===== config.mk =====
export PLATFORM = sky130hd
export DESIGN_NAME = tmr2_regs
export DESIGN_NICKNAME = d
export VERILOG_FILES = /design/src/tmr2_pkg.sv /design/src/tmr2_sync_if.sv /design/src/tmr2_regs.sv /design/src/tmr2_ext_tick.sv
export SDC_FILE = /design/constraint.sdc
export NUM_CORES = 1
export LEC_CHECK = 0
export ABC_AREA = 1
export BUFFER_PORTS_ARGS = -buffer_cell sky130_fd_sc_hd__buf_2
export CAP_MARGIN = 30
export CORE_MARGIN = 10
export CORE_UTILIZATION = 45
export CTS_BUF_LIST = sky130_fd_sc_hd__clkbuf_4 sky130_fd_sc_hd__clkbuf_8 sky130_fd_sc_hd__clkbuf_16
export DETAILED_ROUTE_END_ITERATION = 6
export PLACE_DENSITY = 0.72
export SYNTH_ARGS = -nofsm -noshare
export SYNTH_HDL_FRONTEND = slang
export SYNTH_SLANG_ARGS = --single-unit

===== constraint.sdc =====
create_clock -name ref_clk_in -period 2.5 [get_ports ref_clk_in]
set_input_delay 0.5 -clock ref_clk_in [delete_from_list [all_inputs] [get_ports ref_clk_in]]
set_output_delay 0.5 -clock ref_clk_in [all_outputs]
set_load 0.01 [all_outputs]

===== src/tmr2_pkg.sv =====
// Package for the timer reload/capture register block.
// Assumes an SFR-style byte register port clocked by the system clock.
package tmr2_pkg;
  // ----------------------------------------
  // SFR addresses
  // ----------------------------------------
  localparam logic [7:0] TMR2_ADDR_CTRL = 8'hC8;
  localparam logic [7:0] TMR2_ADDR_RLL = 8'hCA;
  localparam logic [7:0] TMR2_ADDR_RLH = 8'hCB;
  localparam logic [7:0] TMR2_ADDR_CNTL = 8'hCC;
  localparam logic [7:0] TMR2_ADDR_CNTH = 8'hCD;
  // ----------------------------------------
  // Control bit positions
  // ----------------------------------------
  localparam int TMR2_B_XCLK = 0;
  localparam int TMR2_B_CSS = 1;
  localparam int TMR2_B_RUN = 2;
  localparam int TMR2_B_SPLIT = 3;
  localparam int TMR2_B_CE = 4;
  localparam int TMR2_B_LEN = 5;
  localparam int TMR2_B_FL = 6;
  localparam int TMR2_B_FH = 7;
  // ----------------------------------------
  // Reset values and timing
  // ----------------------------------------
  localparam logic [7:0] TMR2_RST_BYTE = 8'h00;
  localparam logic [7:0] TMR2_BYTE_MAX = 8'hFF;
  localparam logic [3:0] TMR2_DIV12_LAST = 4'hB;
  localparam logic [2:0] TMR2_DIV8_LAST = 3'h7;
  localparam int TMR2_CLK_HZ = 10000000;
endpackage : tmr2_pkg


===== src/tmr2_sync_if.sv =====
// Interface carrying the synchronised external tick between modules.
// Assumes one system clock domain.
`timescale 1ns/1ps
interface tmr2_sync_if;
  logic tick;
  modport src (output tick);
  modport dst (input tick);
endinterface : tmr2_sync_if


===== src/tmr2_regs.sv =====
// Timer 2 reload/capture registers with 16-bit and split 8-bit counting.
// Assumes an SFR byte port on the system clock; clock selects come from outside.
// Function
// External select 1 picks external oscillator divided by 8 as external tick.
// The divided external tick is synchronised before it advances any byte.
// Reload low byte supplies low reload value and is writable at 0xCA.
// Capture copies counter low byte into reload low byte for reading.
// In 16-bit mode high byte counts on carry from the low byte.
// In split mode high byte is an independent 8-bit timer.
// In split mode run control gates high byte only; low always counts.
// Byte clock select 1 uses system clock, else div 12 or external div 8.
// Overflow flags set when high or low byte counts on from FF, whether it wraps to 00 or reloads.
// Hardware never clears overflow flags; software clears them by writing.
// Each capture event becomes a one-cycle pulse latching both bytes together.
`timescale 1ns/1ps
module tmr2_regs (
  input wire logic ref_clk_in,
  input wire logic sys_rst_in,
  input wire logic [7:0] sfr_addr_in,
  input wire logic [7:0] sfr_wdata_in,
  input wire logic sfr_wr_in,
  input wire logic sfr_rd_in,
  output logic [7:0] sfr_rdata_out,
  input wire logic high_byte_clock_select_in,
  input wire logic low_byte_clock_select_in,
  input wire logic ext_osc_in,
  input wire logic sof_event_in,
  input wire logic lfo_clk_in,
  output logic [7:0] timer_control_out,
  output logic irq_out
);
  import tmr2_pkg::*;
  // ----------------------------------------
  // Registers and helpers
  // ----------------------------------------
  logic [7:0] ctrl_q, rll_q, rlh_q, cntl_q, cnth_q, rdata_q;
  logic [3:0] div12_q;
  logic tick12, tick_low, tick_high, inc_low, inc_high, ovf_low, ovf_high;
  logic sof1_q, sof2_q, sof3_q, lfo1_q, lfo2_q, lfo3_q, cap_q;
  logic cap_evt;
  logic wr_ctrl, wr_rll, wr_rlh, wr_cntl, wr_cnth;
  tmr2_sync_if ext_if ();

  function automatic logic wr_hit(input logic [7:0] a, input logic [7:0] b, input logic w);
    wr_hit = w && (a == b);
  endfunction : wr_hit

  tmr2_ext_tick u_ext (
    .ref_clk_in(ref_clk_in),
    .sys_rst_in(sys_rst_in),
    .ext_osc_in(ext_osc_in),
    .sync_out(ext_if.src)
  );

  assign wr_ctrl = wr_hit(sfr_addr_in, TMR2_ADDR_CTRL, sfr_wr_in);
  assign wr_rll = wr_hit(sfr_addr_in, TMR2_ADDR_RLL, sfr_wr_in);
  assign wr_rlh = wr_hit(sfr_addr_in, TMR2_ADDR_RLH, sfr_wr_in);
  assign wr_cntl = wr_hit(sfr_addr_in, TMR2_ADDR_CNTL, sfr_wr_in);
  assign wr_cnth = wr_hit(sfr_addr_in, TMR2_ADDR_CNTH, sfr_wr_in);

  // ----------------------------------------
  // Tick selection
  // ----------------------------------------
  always_ff @(posedge ref_clk_in or posedge sys_rst_in) begin
    if (sys_rst_in) begin
      div12_q <= 4'h0;
    end else if (div12_q == TMR2_DIV12_LAST) begin
      div12_q <= 4'h0;
    end else begin
      div12_q <= div12_q + 4'h1;
    end
  end
  assign tick12 = (div12_q == TMR2_DIV12_LAST);

  function automatic logic pick_tick(input logic sel, input logic xclk, input logic t12,
                                     input logic text);
    if (sel) begin
      pick_tick = 1'b1;
    end else if (xclk) begin
      pick_tick = text;
    end else begin
      pick_tick = t12;
    end
  endfunction : pick_tick

  assign tick_low = pick_tick(low_byte_clock_select_in, ctrl_q[TMR2_B_XCLK], tick12,
                              ext_if.tick);
  assign tick_high = pick_tick(high_byte_clock_select_in, ctrl_q[TMR2_B_XCLK], tick12,
                               ext_if.tick);
  // Split mode: low byte free-running, run control only for high byte
  assign inc_low = ctrl_q[TMR2_B_SPLIT] ? tick_low : (ctrl_q[TMR2_B_RUN] && tick_low);
  assign inc_high = ctrl_q[TMR2_B_SPLIT] ? (ctrl_q[TMR2_B_RUN] && tick_high) :
                    (inc_low && cntl_q == TMR2_BYTE_MAX);
  assign ovf_low = inc_low && (cntl_q == TMR2_BYTE_MAX);
  assign ovf_high = inc_high && (cnth_q == TMR2_BYTE_MAX);

  // ----------------------------------------
  // Capture event
  // ----------------------------------------
  always_ff @(posedge ref_clk_in or posedge sys_rst_in) begin
    if (sys_rst_in) begin
      sof1_q <= 1'b0;
      sof2_q <= 1'b0;
      sof3_q <= 1'b0;
      lfo1_q <= 1'b0;
      lfo2_q <= 1'b0;
      lfo3_q <= 1'b0;
    end else begin
      sof1_q <= sof_event_in;
      sof2_q <= sof1_q;
      sof3_q <= sof2_q;
      lfo1_q <= lfo_clk_in;
      lfo2_q <= lfo1_q;
      lfo3_q <= lfo2_q;
    end
  end
  // SOF rising edge or LFO falling edge, one cycle long
  assign cap_evt = ctrl_q[TMR2_B_CSS] ? (lfo3_q && !lfo2_q) : (sof2_q && !sof3_q);
  always_ff @(posedge ref_clk_in or posedge sys_rst_in) begin
    if (sys_rst_in) begin
      cap_q <= 1'b0;
    end else begin
      cap_q <= cap_evt && ctrl_q[TMR2_B_CE];
    end
  end

  // ----------------------------------------
  // Counters
  // ----------------------------------------
  always_ff @(posedge ref_clk_in or posedge sys_rst_in) begin
    if (sys_rst_in) begin
      cntl_q <= TMR2_RST_BYTE;
    end else if (wr_cntl) begin
      cntl_q <= sfr_wdata_in;
    end else if (ovf_low && !ctrl_q[TMR2_B_CE] &&
                 (ctrl_q[TMR2_B_SPLIT] || cnth_q == TMR2_BYTE_MAX)) begin
      cntl_q <= rll_q;
    end else if (inc_low) begin
      cntl_q <= cntl_q + 8'h01;
    end
  end
  always_ff @(posedge ref_clk_in or posedge sys_rst_in) begin
    if (sys_rst_in) begin
      cnth_q <= TMR2_RST_BYTE;
    end else if (wr_cnth) begin
      cnth_q <= sfr_wdata_in;
    end else if (ovf_high && !ctrl_q[TMR2_B_CE]) begin
      cnth_q <= rlh_q;
    end else if (inc_high) begin
      cnth_q <= cnth_q + 8'h01;
    end
  end

  // ----------------------------------------
  // Reload and capture registers
  // ----------------------------------------
  always_ff @(posedge ref_clk_in or posedge sys_rst_in) begin
    if (sys_rst_in) begin
      rll_q <= TMR2_RST_BYTE;
      rlh_q <= TMR2_RST_BYTE;
    end else if (cap_q) begin
      rll_q <= cntl_q;
      rlh_q <= cnth_q;
    end else begin
      if (wr_rll) begin
        rll_q <= sfr_wdata_in;
      end
      if (wr_rlh) begin
        rlh_q <= sfr_wdata_in;
      end
    end
  end

  // ----------------------------------------
  // Control and flags; set wins over a software clear
  // ----------------------------------------
  always_ff @(posedge ref_clk_in or posedge sys_rst_in) begin
    if (sys_rst_in) begin
      ctrl_q <= TMR2_RST_BYTE;
    end else begin
      if (wr_ctrl) begin
        ctrl_q <= sfr_wdata_in;
      end
      if (ovf_high) begin
        ctrl_q[TMR2_B_FH] <= 1'b1;
      end
      if (ovf_low) begin
        ctrl_q[TMR2_B_FL] <= 1'b1;
      end
    end
  end
  assign timer_control_out = ctrl_q;
  assign irq_out = ctrl_q[TMR2_B_FH] || (ctrl_q[TMR2_B_LEN] && ctrl_q[TMR2_B_FL]);

  // ----------------------------------------
  // Read port
  // ----------------------------------------
  always_ff @(posedge ref_clk_in or posedge sys_rst_in) begin
    if (sys_rst_in) begin
      rdata_q <= TMR2_RST_BYTE;
    end else if (sfr_rd_in) begin
      if (sfr_addr_in == TMR2_ADDR_CTRL) begin
        rdata_q <= ctrl_q;
      end else if (sfr_addr_in == TMR2_ADDR_RLL) begin
        rdata_q <= rll_q;
      end else if (sfr_addr_in == TMR2_ADDR_RLH) begin
        rdata_q <= rlh_q;
      end else if (sfr_addr_in == TMR2_ADDR_CNTL) begin
        rdata_q <= cntl_q;
      end else if (sfr_addr_in == TMR2_ADDR_CNTH) begin
        rdata_q <= cnth_q;
      end else begin
        rdata_q <= TMR2_RST_BYTE;
      end
    end
  end
  assign sfr_rdata_out = rdata_q;

  // ----------------------------------------
  // Checks
  // ----------------------------------------
  a_flag_sticky: assert property (@(posedge ref_clk_in) disable iff (sys_rst_in)
    $fell(ctrl_q[TMR2_B_FH]) |-> $past(wr_ctrl)) else $error("high flag cleared by hw");
  a_low_flag_sticky: assert property (@(posedge ref_clk_in) disable iff (sys_rst_in)
    $fell(ctrl_q[TMR2_B_FL]) |-> $past(wr_ctrl)) else $error("low flag cleared by hw");
  a_low_ovf_flag: assert property (@(posedge ref_clk_in) disable iff (sys_rst_in)
    ovf_low |=> ctrl_q[TMR2_B_FL]) else $error("low flag not set");
  a_high_ovf_flag: assert property (@(posedge ref_clk_in) disable iff (sys_rst_in)
    ovf_high |=> ctrl_q[TMR2_B_FH]) else $error("high flag not set");
  a_capture_low: assert property (@(posedge ref_clk_in) disable iff (sys_rst_in)
    cap_q |=> rll_q == $past(cntl_q) && rlh_q == $past(cnth_q))
    else $error("capture lost");
  a_reload_write: assert property (@(posedge ref_clk_in) disable iff (sys_rst_in)
    wr_rll && !cap_q |=> rll_q == $past(sfr_wdata_in)) else $error("reload write lost");
  a_split_low_free: assert property (@(posedge ref_clk_in) disable iff (sys_rst_in)
    ctrl_q[TMR2_B_SPLIT] && !ctrl_q[TMR2_B_RUN] && tick_low |-> inc_low)
    else $error("split low byte stalled");
  a_split_high_gate: assert property (@(posedge ref_clk_in) disable iff (sys_rst_in)
    ctrl_q[TMR2_B_SPLIT] && !ctrl_q[TMR2_B_RUN] && !wr_cnth |=> $stable(cnth_q))
    else $error("high byte ran while stopped");
  a_carry_16: assert property (@(posedge ref_clk_in) disable iff (sys_rst_in)
    !ctrl_q[TMR2_B_SPLIT] && inc_high |-> cntl_q == TMR2_BYTE_MAX)
    else $error("high byte without carry");
  a_system_clock_sel: assert property (@(posedge ref_clk_in) disable iff (sys_rst_in)
    low_byte_clock_select_in |-> tick_low) else $error("system_clock select lost");
  a_cap_pulse: assert property (@(posedge ref_clk_in) disable iff (sys_rst_in)
    cap_q |=> !cap_q) else $error("capture pulse too long");
  c_low_ovf: cover property (@(posedge ref_clk_in) ovf_low);
  c_high_ovf: cover property (@(posedge ref_clk_in) ovf_high);
  c_capture: cover property (@(posedge ref_clk_in) cap_q);
  c_ext_tick: cover property (@(posedge ref_clk_in) ext_if.tick && ctrl_q[TMR2_B_XCLK]);
endmodule : tmr2_regs


===== src/tmr2_ext_tick.sv =====
// Divides the external oscillator by 8 and brings the tick into the system clock domain.
// Assumes ext_osc_in is asynchronous and slower than half the system clock.
`timescale 1ns/1ps
module tmr2_ext_tick (
  input wire logic ref_clk_in,
  input wire logic sys_rst_in,
  input wire logic ext_osc_in,
  tmr2_sync_if.src sync_out
);
  import tmr2_pkg::*;
  logic s1_q, s2_q, s3_q;
  logic [2:0] div_q;
  logic tick_q;
  // Two-stage synchroniser before any logic looks at the oscillator
  always_ff @(posedge ref_clk_in or posedge sys_rst_in) begin
    if (sys_rst_in) begin
      s1_q <= 1'b0;
      s2_q <= 1'b0;
      s3_q <= 1'b0;
    end else begin
      s1_q <= ext_osc_in;
      s2_q <= s1_q;
      s3_q <= s2_q;
    end
  end
  // Count rising edges; one tick per eight oscillator periods
  always_ff @(posedge ref_clk_in or posedge sys_rst_in) begin
    if (sys_rst_in) begin
      div_q <= 3'h0;
      tick_q <= 1'b0;
    end else begin
      tick_q <= 1'b0;
      if (s2_q && !s3_q) begin
        div_q <= div_q + 3'h1;
        tick_q <= (div_q == TMR2_DIV8_LAST);
      end
    end
  end
  assign sync_out.tick = tick_q;
  a_div8_tick: assert property (@(posedge ref_clk_in) disable iff (sys_rst_in)
    tick_q |-> $past(div_q) == TMR2_DIV8_LAST) else $error("tick not on eighth edge");
  a_tick_pulse: assert property (@(posedge ref_clk_in) disable iff (sys_rst_in)
    tick_q |=> !tick_q) else $error("tick longer than one cycle");
endmodule : tmr2_ext_tick


== After elaboration in Yosys (flattened, before gate mapping) ==
Index checks and enable logic that the tools add are counted.

* Add/subtract/negate cells: 4
* Equality and inequality tests: 9
* Muxes and demuxes: 26
* Reductions and logical operators: 29

{| class="wikitable"
|+ Operators by type and width
! cell !! number
|-
| 2-to-1 mux 8 bit || 16
|-
| equality test 8 bit (second input constant) || 7
|-
| logical AND 1 bit || 17
|-
| adder 8 x 1 -> 8 bit (second input constant) || 2
|-
| 2-to-1 mux 1 bit || 9
|-
| nonzero test 2 bit || 4
|-
| nonzero test 3 bit || 2
|-
| adder 4 x 1 -> 4 bit (second input constant) || 1
|-
| equality test 4 bit (second input constant) || 1
|-
| logical NOT 1 bit || 4
|-
| 2-to-1 mux 4 bit || 1
|-
| adder 3 x 1 -> 3 bit (second input constant) || 1
|-
| equality test 3 bit (second input constant) || 1
|-
| logical OR 1 bit || 2
|}

* Bits in registers: 66
* Input bits: 25
* Logic and storage cells: 89

== Logic depth before layout (Yosys ltp) ==
Gate-level depths: netlist of the first run.

* Depth after elaboration: 11
* Depth in mapped cells: 13

== Cells and area by module ==
From an unflattened synthesis of the first run, not the netlist that was laid out.

* Cells, all modules: 483
* Area, all modules: 3717.3 um2

{| class="wikitable"
|+ Modules (own cells, without submodules)
! module !! times used !! cells each !! area each (um2) !! seq. area each (um2)
|-
| tmr2_regs || 1 || 459 || 3454.6 || 1476.4
|-
| tmr2_ext_tick || 1 || 24 || 262.8 || 175.2
|}

== Worst setup path before layout of the first run ==
OpenSTA, ideal clock, no wires.

* Kind: input to register
* From: input sfr_addr_in[5]
* To: register rdata_q[1], in the netlist sfr_rdata_out[1]
* Library setup time: 116 ps
* Arrival time: 1566 ps
* Setup slack: 818 ps
* Stages on the path: 11
* Path buffers: 2
* Cells stage by stage: nor2_1 > and3_1 > buf_4 > inv_1 > nor2_1 > nand3_1 > buf_2 > o21ai_0 > inv_1 > nand2_1 > nand2_1

* Word-level cells in the longest chain between the ends: 6
* Elaborated cells between the ends (all ways): 10
* Those cells by class: eq/ne (5); mux (5)

{| class="wikitable"
|+ RTL lines
! what !! RTL line !! text
|-
| from (decl) || tmr2_regs.sv:19 || <nowiki>input wire logic [7:0] sfr_addr_in,</nowiki>
|-
| equality test 8 bit || tmr2_regs.sv:210 || <nowiki>end else if (sfr_addr_in == TMR2_ADDR_CNTH) begin</nowiki>
|-
| 2-to-1 mux 8 bit || tmr2_regs.sv:210 ||
|-
| 2-to-1 mux 8 bit || tmr2_regs.sv:208 || <nowiki>end else if (sfr_addr_in == TMR2_ADDR_CNTL) begin</nowiki>
|-
| 2-to-1 mux 8 bit || tmr2_regs.sv:206 || <nowiki>end else if (sfr_addr_in == TMR2_ADDR_RLH) begin</nowiki>
|-
| 2-to-1 mux 8 bit || tmr2_regs.sv:204 || <nowiki>end else if (sfr_addr_in == TMR2_ADDR_RLL) begin</nowiki>
|-
| 2-to-1 mux 8 bit (*) || tmr2_regs.sv:202 || <nowiki>if (sfr_addr_in == TMR2_ADDR_CTRL) begin</nowiki>
|-
| to (signal assigned) || tmr2_regs.sv:203 || <nowiki>rdata_q <= ctrl_q;</nowiki>
|-
| to (signal assigned) || tmr2_regs.sv:205 || <nowiki>rdata_q <= rll_q;</nowiki>
|-
| to (signal assigned) || tmr2_regs.sv:207 || <nowiki>rdata_q <= rlh_q;</nowiki>
|-
| to (decl) || tmr2_regs.sv:36 || <nowiki>logic [7:0] ctrl_q, rll_q, rlh_q, cntl_q, cnth_q, rdata_q;</nowiki>
|}

Mark *: on every way between the ends. The rest lies on a longest branch, timed or not.
A chain may end at the register's enable or synchronous reset.

== Worst setup path after layout of the first run ==
* From: register cntl_q[0]
* To: register cnth_q[1]

* Word-level cells in the longest chain between the ends: 7
* Elaborated cells between the ends (all ways): 8
* Those cells by class: eq/ne (1); mux (3); reduce/logical (4)

{| class="wikitable"
|+ RTL lines
! what !! RTL line !! text
|-
| from (decl) || tmr2_regs.sv:36 ||
|-
| from (signal assigned) || tmr2_regs.sv:134 || <nowiki>cntl_q <= sfr_wdata_in;</nowiki>
|-
| from (signal assigned) || tmr2_regs.sv:137 || <nowiki>cntl_q <= rll_q;</nowiki>
|-
| from (signal assigned) || tmr2_regs.sv:139 || <nowiki>cntl_q <= cntl_q + 8'h01;</nowiki>
|-
| equality test 8 bit (*) || tmr2_regs.sv:93 || <nowiki>(inc_low && cntl_q == TMR2_BYTE_MAX);</nowiki>
|-
| logical AND 1 bit (*) || tmr2_regs.sv:93 ||
|-
| 2-to-1 mux 1 bit (*) || tmr2_regs.sv:92 || <nowiki>assign inc_high = ctrl_q[TMR2_B_SPLIT] ? (ctrl_q[TMR2_B_RUN] && tick_high) :</nowiki>
|-
| logical AND 1 bit || tmr2_regs.sv:95 || <nowiki>assign ovf_high = inc_high && (cnth_q == TMR2_BYTE_MAX);</nowiki>
|-
| logical AND 1 bit || tmr2_regs.sv:147 || <nowiki>end else if (ovf_high && !ctrl_q[TMR2_B_CE]) begin</nowiki>
|-
| 2-to-1 mux 8 bit || tmr2_regs.sv:147 ||
|-
| 2-to-1 mux 8 bit || tmr2_regs.sv:145 || <nowiki>end else if (wr_cnth) begin</nowiki>
|-
| to (signal assigned) || tmr2_regs.sv:146 || <nowiki>cnth_q <= sfr_wdata_in;</nowiki>
|-
| to (signal assigned) || tmr2_regs.sv:148 || <nowiki>cnth_q <= rlh_q;</nowiki>
|-
| to (signal assigned) || tmr2_regs.sv:150 || <nowiki>cnth_q <= cnth_q + 8'h01;</nowiki>
|-
| to (decl) || tmr2_regs.sv:36 ||
|}

Marked as above.

==> metrics.md, run 1 <==
| Metric | Value |
|---|---|
| Worst path required time | `2.75 ns` |
| Netlist cell types | `40` |
| Mapped Cells | `469` |
| Worst Setup Start Kind | `register` |
| Post-DP HPWL | `8.58 mm` |
| Max cap viols | `0` |
| Ys flop type | `dfrtp_1` |
| Hold crit path type | `input port to async pin` |
| Crit path capture type | `register` |
| DRC violations left | `0` |
| Net Sw Frac | `36.7%` |
| VDD IR max | `0.000461 V` |
| Routed Antenna Nets | `0` |
| Max-slew headroom | `58.7%` |
| Worst-path maximum fanout | `11` |
| Synthesized cell area | `3710 µm²` |
| Nets | `544` |
| Antenna cell count | `0` |
| Grt ovf | `0` |
| Total track usage | `18.0%` |
| Critical path class | `register to register` |
| Num rows | `33` |
| CTS tree | `yes` |
| Pre-CTS setup slack | `0.349 ns` |
| Area Growth Syn to Fin | `14.2%` |
| Seq/Total Area, Yosys | `44.5%` |
| Synth top area cells | `dfrtp_1 45%, nand2_1 10%, inv_1 7.9%` |
| Setup TNS | `0 ns` |
| Vias in the first global route | `3,320` |
| Worst Max-Slew Pin Slew | `0.618 ns` |
| RSZ-0062 raised after global routing | `no` |
| Die Area | `12,300 µm²` |
| Detailed router's first-iteration violation count | `314` |
| Syn_nets | `499` |
| Root Buffer | `clkbuf_8` |
| Tmin final | `2.21 ns` |
| Skew final | `0.0166 ns` |
| Initial antenna violation count | `0` |
| Clk pin slew, worst setup/hold paths | `0.08 ns` |
| Combinational power share | `25.0%` |
| Async set or reset register ratio after synthesis | `100%` |
| Final setup fails | `0` |
| DR vias/cell | `5.36` |
| Sequential share of power | `45.0%` |
| Int Pwr | `2180 µW` |
| Worst R2R Path Depth | `13` |
| Hold WS | `0.212 ns` |
| Final Max Slew Viols | `0` |
| CTS max path bufs | `2` |
| Chip width | `111 µm` |
| Net Sw Power | `1270 µW` |
| Total Routed Length | `11.1 mm` |
| Routed via count | `3,347` |
| Initial Util | `45.6%` |
| Largest net degree at the start of global routing | `41` |
| Share of the synthesized area in the top cell type | `44.5%` |
| Final hold vios | `0` |
| Post-cts gate resize count | `0` |
| Clk pwr share | `30.0%` |
| GPL Wtd Cong | `0.938` |
| LEAKAGE | `0.00214 µW` |
| # clock sinks | `66` |
| Port Buffers | `41` |
| Worst-skew pair later-pin latency | `0.36 ns` |
| # IOs | `42` |
| H-tree lvl count | `3` |
| Routed wire per std cell | `17.8 µm` |
| Commonest non-fill, non-tap cell in the layout | `nand2_1` |
| Global-route wire length before repair | `17.8 mm` |
| Pre-Repair DR Iteration Count | `5` |
| Syn avg cell area | `7.90 µm²` |
| Die Span Y | `111 µm` |
| Power per cell area | `815 nW/µm²` |
| Final Worst Setup Slack | `0.293 ns` |
| Core Region | `8130 µm²` |
| Post-synth EDFFs | `0` |
| Final cycle utilization of the critical path | `88.3%` |
| Final core occ | `52.1%` |
| CTS Buf Count | `9` |
| Final Power | `3450 µW` |
| Yosys warns | `0` |
| Share of cells above drive strength 1 | `17.7%` |
| Synth area leader | `dfrtp_1` |
| # hold bufs at CTS | `0` |
| Post-CTS Setup Inserts | `0` |
| Status | `complete, no violations` |
| #FFs+latches synth | `66` |
| Fmax | `453 MHz` |
| CP arrival | `2.45 ns` |
| Commonest non-fill, non-tap cells in the layout | `103 x nand2_1, 77 x inv_1, 66 x dfrtp_1` |
==> per-layer routing <==
metal / vias up / wire length [µm] / global-route usage, %
met2: 129 / 5280 / 28.9
met5: - / 0 / 0
met4: 0 / 284 / 6.08
met1: 1587 / 4760 / 22.0
li1: 1609 / - / -
met3: 22 / 757 / 5.95
==> flip-flops by register name, indices dropped and copies added (netlist names), 3 cells and up <==
register	flops
cnth_q	8
cntl_q	8
rlh_q	8
rll_q	8
sfr_rdata_out	8
timer_control_out	8
div12_q	4
u_ext.div_q	3
==> power groups by stage <==
stage | logic [µW] | clock network (µW) | registers [µW]
floorplan | 645 | 0 | 1460
global placement | 832 | 0 | 1560
detailed placement | 853 | 0 | 1570
CTS | 860 | 1060 | 1540
global route | 987 | 1100 | 1570
finish | 862 | 1040 | 1550
==> area by class of cell <==
| cell class | instances | area (µm²) |
|---|---|---|
| fillers | 762 | 3900 |
| multi-input cells | 310 | 1670 |
| clock inverters | 7 | 103 |
| clock buffers | 9 | 124 |
| repair buffers | 44 | 240 |
| flip-flops and latches | 66 | 1650 |
| well taps | 105 | 131 |
| inverters | 83 | 312 |
==> metrics by stage <==
stage          std cells  instance area (µm²)
6_report             624                 4230
5_1_grt              624                 4230
4_1_cts              624                 4230
3_5_place_dp         608                 4010
3_3_place_gp         608                 4010
2_1_floorplan        469                 3710
==> final timing paths <==
check                        startpoint              to  slack (ns)
min in group ref_clk_in    sof_event_in          sof1_q        0.25
setup reg to reg              cntl_q[0]       cnth_q[1]        0.29
hold reg to reg                  sof1_q          sof2_q        0.36
max in group asynchronous    sys_rst_in       cnth_q[5]        1.65
hold / removal               sys_rst_in  u_ext.div_q[2]        0.21
setup / recovery              cntl_q[0]       cnth_q[1]        0.29
==> kinds of logic (layout without fill, tap and decap cells) <==
kind of cell	after synthesis	in the layout	share of synthesized area [%]
xor+xnor	12	12	2.83
compound gates	98	98	15.3
buf+inv	93	143	10.3
flops	66	66	44.5
mux	2	2	0.607
simple gates	193	193	24.7
fa+ha+maj	5	5	1.69
==> synth_stat cells, types with 3 or more instances <==
library cell / n
nand4_1: 10
a22oi_1: 3
ha_1: 5
nor2_1: 23
o21ai_1: 3
dfrtp_1: 66
o21ai_0: 45
a21oi_1: 21
o211ai_1: 9
nor2_2: 4
clkbuf_1: 4
xor2_1: 10
o21bai_1: 3
inv_2: 3
o22ai_1: 10
inv_1: 78
nand2_2: 7
nor3_1: 4
nand2_1: 103
nor2_4: 5
nand3_1: 27
==> worst max-delay path: stages, from the launching register on <==
cell and delay [ns]:
dfrtp_1 0.42, ha_1 0.24, nand2_2 0.09, inv_2 0.05, nand2_2 0.09, nor2_4 0.06, nand4_2 0.13, nand2_2 0.20
nor2_1 0.50, nand2_1 0.11, nand2_1 0.09, inv_1 0.04, nand2_1 0.05, inv_1 0.03
Power figures use the tool's default switching activity.
==> run 2, diff against run 1 <==
- clock period: 2.5 -> 2.4 ns (I/O delays scaled with it)
==> metrics.md, run 2 (synthesized netlist as in run 1, its figures left out) <==
| Metric | Value |
|---|---|
| Num rows | `33` |
| Initial antenna violation count | `0` |
| Share of cells above drive strength 1 | `18.0%` |
| Final hold vios | `0` |
| CP arrival | `2.34 ns` |
| DRC violations left | `0` |
| # IOs | `42` |
| Status | `complete, no violations` |
| Grt ovf | `0` |
| CTS Buf Count | `9` |
| DR vias/cell | `5.34` |
| RR Endpoint | `cnth_q[0]` |
| Commonest non-fill, non-tap cells in the layout | `103 x nand2_1, 77 x inv_1, 66 x dfrtp_1` |
| Pre-Repair DR Iteration Count | `5` |
| Worst r2r src | `div12_q[0]` |
| Final Max Slew Viols | `0` |
| VDD IR max | `0.000414 V` |
| Clk pin slew, worst setup/hold paths | `0.08 ns` |
| Post-CTS Setup Inserts | `0` |
| Met3 usage | `3.19%` |
| Worst-path maximum fanout | `11` |
| Worst R2R Path Depth | `11` |
| CTS max path bufs | `2` |
| Hold crit path type | `input port to async pin` |
| GR Util met1 | `21.6%` |
| Max cap viols | `0` |
| Antenna cell count | `0` |
| Worst-skew pair later-pin latency | `0.37 ns` |
| Finished Cell Area | `4220 µm²` |
| # clock sinks | `66` |
| Max-slew headroom | `65.2%` |
| Worst Setup Start Kind | `register` |
| Worst Max-Slew Pin Slew | `0.522 ns` |
| Worst Setup SP | `div12_q[0]` |
| Tmin final | `2.08 ns` |
| Post-DP HPWL | `8.56 mm` |
| GR Util met2 | `28.5%` |
| Fmax | `481 MHz` |
| Initial Util | `45.6%` |
| Total track usage | `17.6%` |
| GPL Wtd Cong | `0.960` |
| Register-to-register setup slack | `0.32 ns` |
| Total Routed Length | `10.9 mm` |
| Die Span Y | `111 µm` |
| Detailed router's first-iteration violation count | `207` |
| Skew final | `0.0108 ns` |
| Core Region | `8130 µm²` |
| GR peak layer | `met2` |
| Root Buffer | `clkbuf_8` |
| CTS tree | `yes` |
| Commonest non-fill, non-tap cell in the layout | `nand2_1` |
| Area Growth Syn to Fin | `13.7%` |
| Power per cell area | `830 nW/µm²` |
| DP Area | `4010 µm²` |
| LEAKAGE | `0.00213 µW` |
| Final core occ | `51.8%` |
| Global-route wire length before repair | `17.4 mm` |
| Final cycle utilization of the critical path | `86.6%` |
| RSZ-0062 raised after global routing | `no` |
| Routed Antenna Nets | `0` |
| Chip width | `111 µm` |
| Filler cells | `768` |
| Routed via count | `3,342` |
| Crit path capture type | `register` |
| Vias in the first global route | `3,326` |
| Port Buffers | `41` |
| Routed wire per std cell | `17.5 µm` |
| Final Worst Setup Slack | `0.323 ns` |
| # hold bufs at CTS | `0` |
| Final Power | `3500 µW` |
| Die Area | `12,300 µm²` |
| Critical path class | `register to register` |
| Pre-CTS setup slack | `0.350 ns` |
| Largest net degree at the start of global routing | `27` |
| Final setup fails | `0` |
| Worst path required time | `2.67 ns` |
| Setup TNS | `0 ns` |
| Nets | `546` |
| Post-cts gate resize count | `0` |
| H-tree lvl count | `3` |
## run 2: changes by cell type in the layout (fill, tap and decap cells not counted), sizes merged
cell	change
clkinv	-3
inv	+3
buf	+2
bufinv	-1
clkinvlp	+1
## run 2: cell type report
| type | count | area (µm²) | area share (%) |
|---|---|---|---|
| multi-input combinational | 310 | 1670 | 39.7 |
| inverter | 83 | 312 | 7.39 |
| tap | 105 | 131 | 3.12 |
| sequential | 66 | 1650 | 39.2 |
| clock buffer | 9 | 124 | 2.94 |
| clock inverter | 7 | 82.6 | 1.96 |
| timing repair buffer | 46 | 243 | 5.76 |
## run 2: layer usage
layer	share of wire, %	vias to the layer above
li1	-	1616
met1	44	1576
met2	47	109
met3	4.9	41
met4	4.1	0
met5	0	-
## run 2: worst max-delay path, stage by stage (launching register included)
cell and delay [ns]:
dfrtp_1 0.40, ha_1 0.23, nand4_1 0.12, nand3_1 0.14, nand4_2 0.14, nand2_2 0.20, nor2_1 0.44, nand2_1 0.11
nand2_1 0.08, inv_1 0.03, nand2_1 0.05, inv_1 0.03
## run 2: per-stage QoR
stage               std cells  hold WS [ns]
CTS                       626         0.138
detailed placement        610         0.337
global placement          610         0.342
global route              626         0.164
floorplan                 469         0.331
finish                    626         0.127
## run 2: where the power goes
| group | internal [µW] | leakage (µW) | switching (µW) |
|---|---|---|---|
| registers | 1330 | 0.000809 | 278 |
| clock network | 497 | 0.0000988 | 505 |
| logic | 344 | 0.00123 | 542 |
## run 2: worst max path at each step
stage	to	depth (start not counted)
after CTS	cnth_q[1]	11
after detailed placement	cnth_q[1]	13
after global placement	cnth_q[1]	13
after global routing	cnth_q[1]	11
final	cnth_q[0]	11
after floorplan	cap_q	1
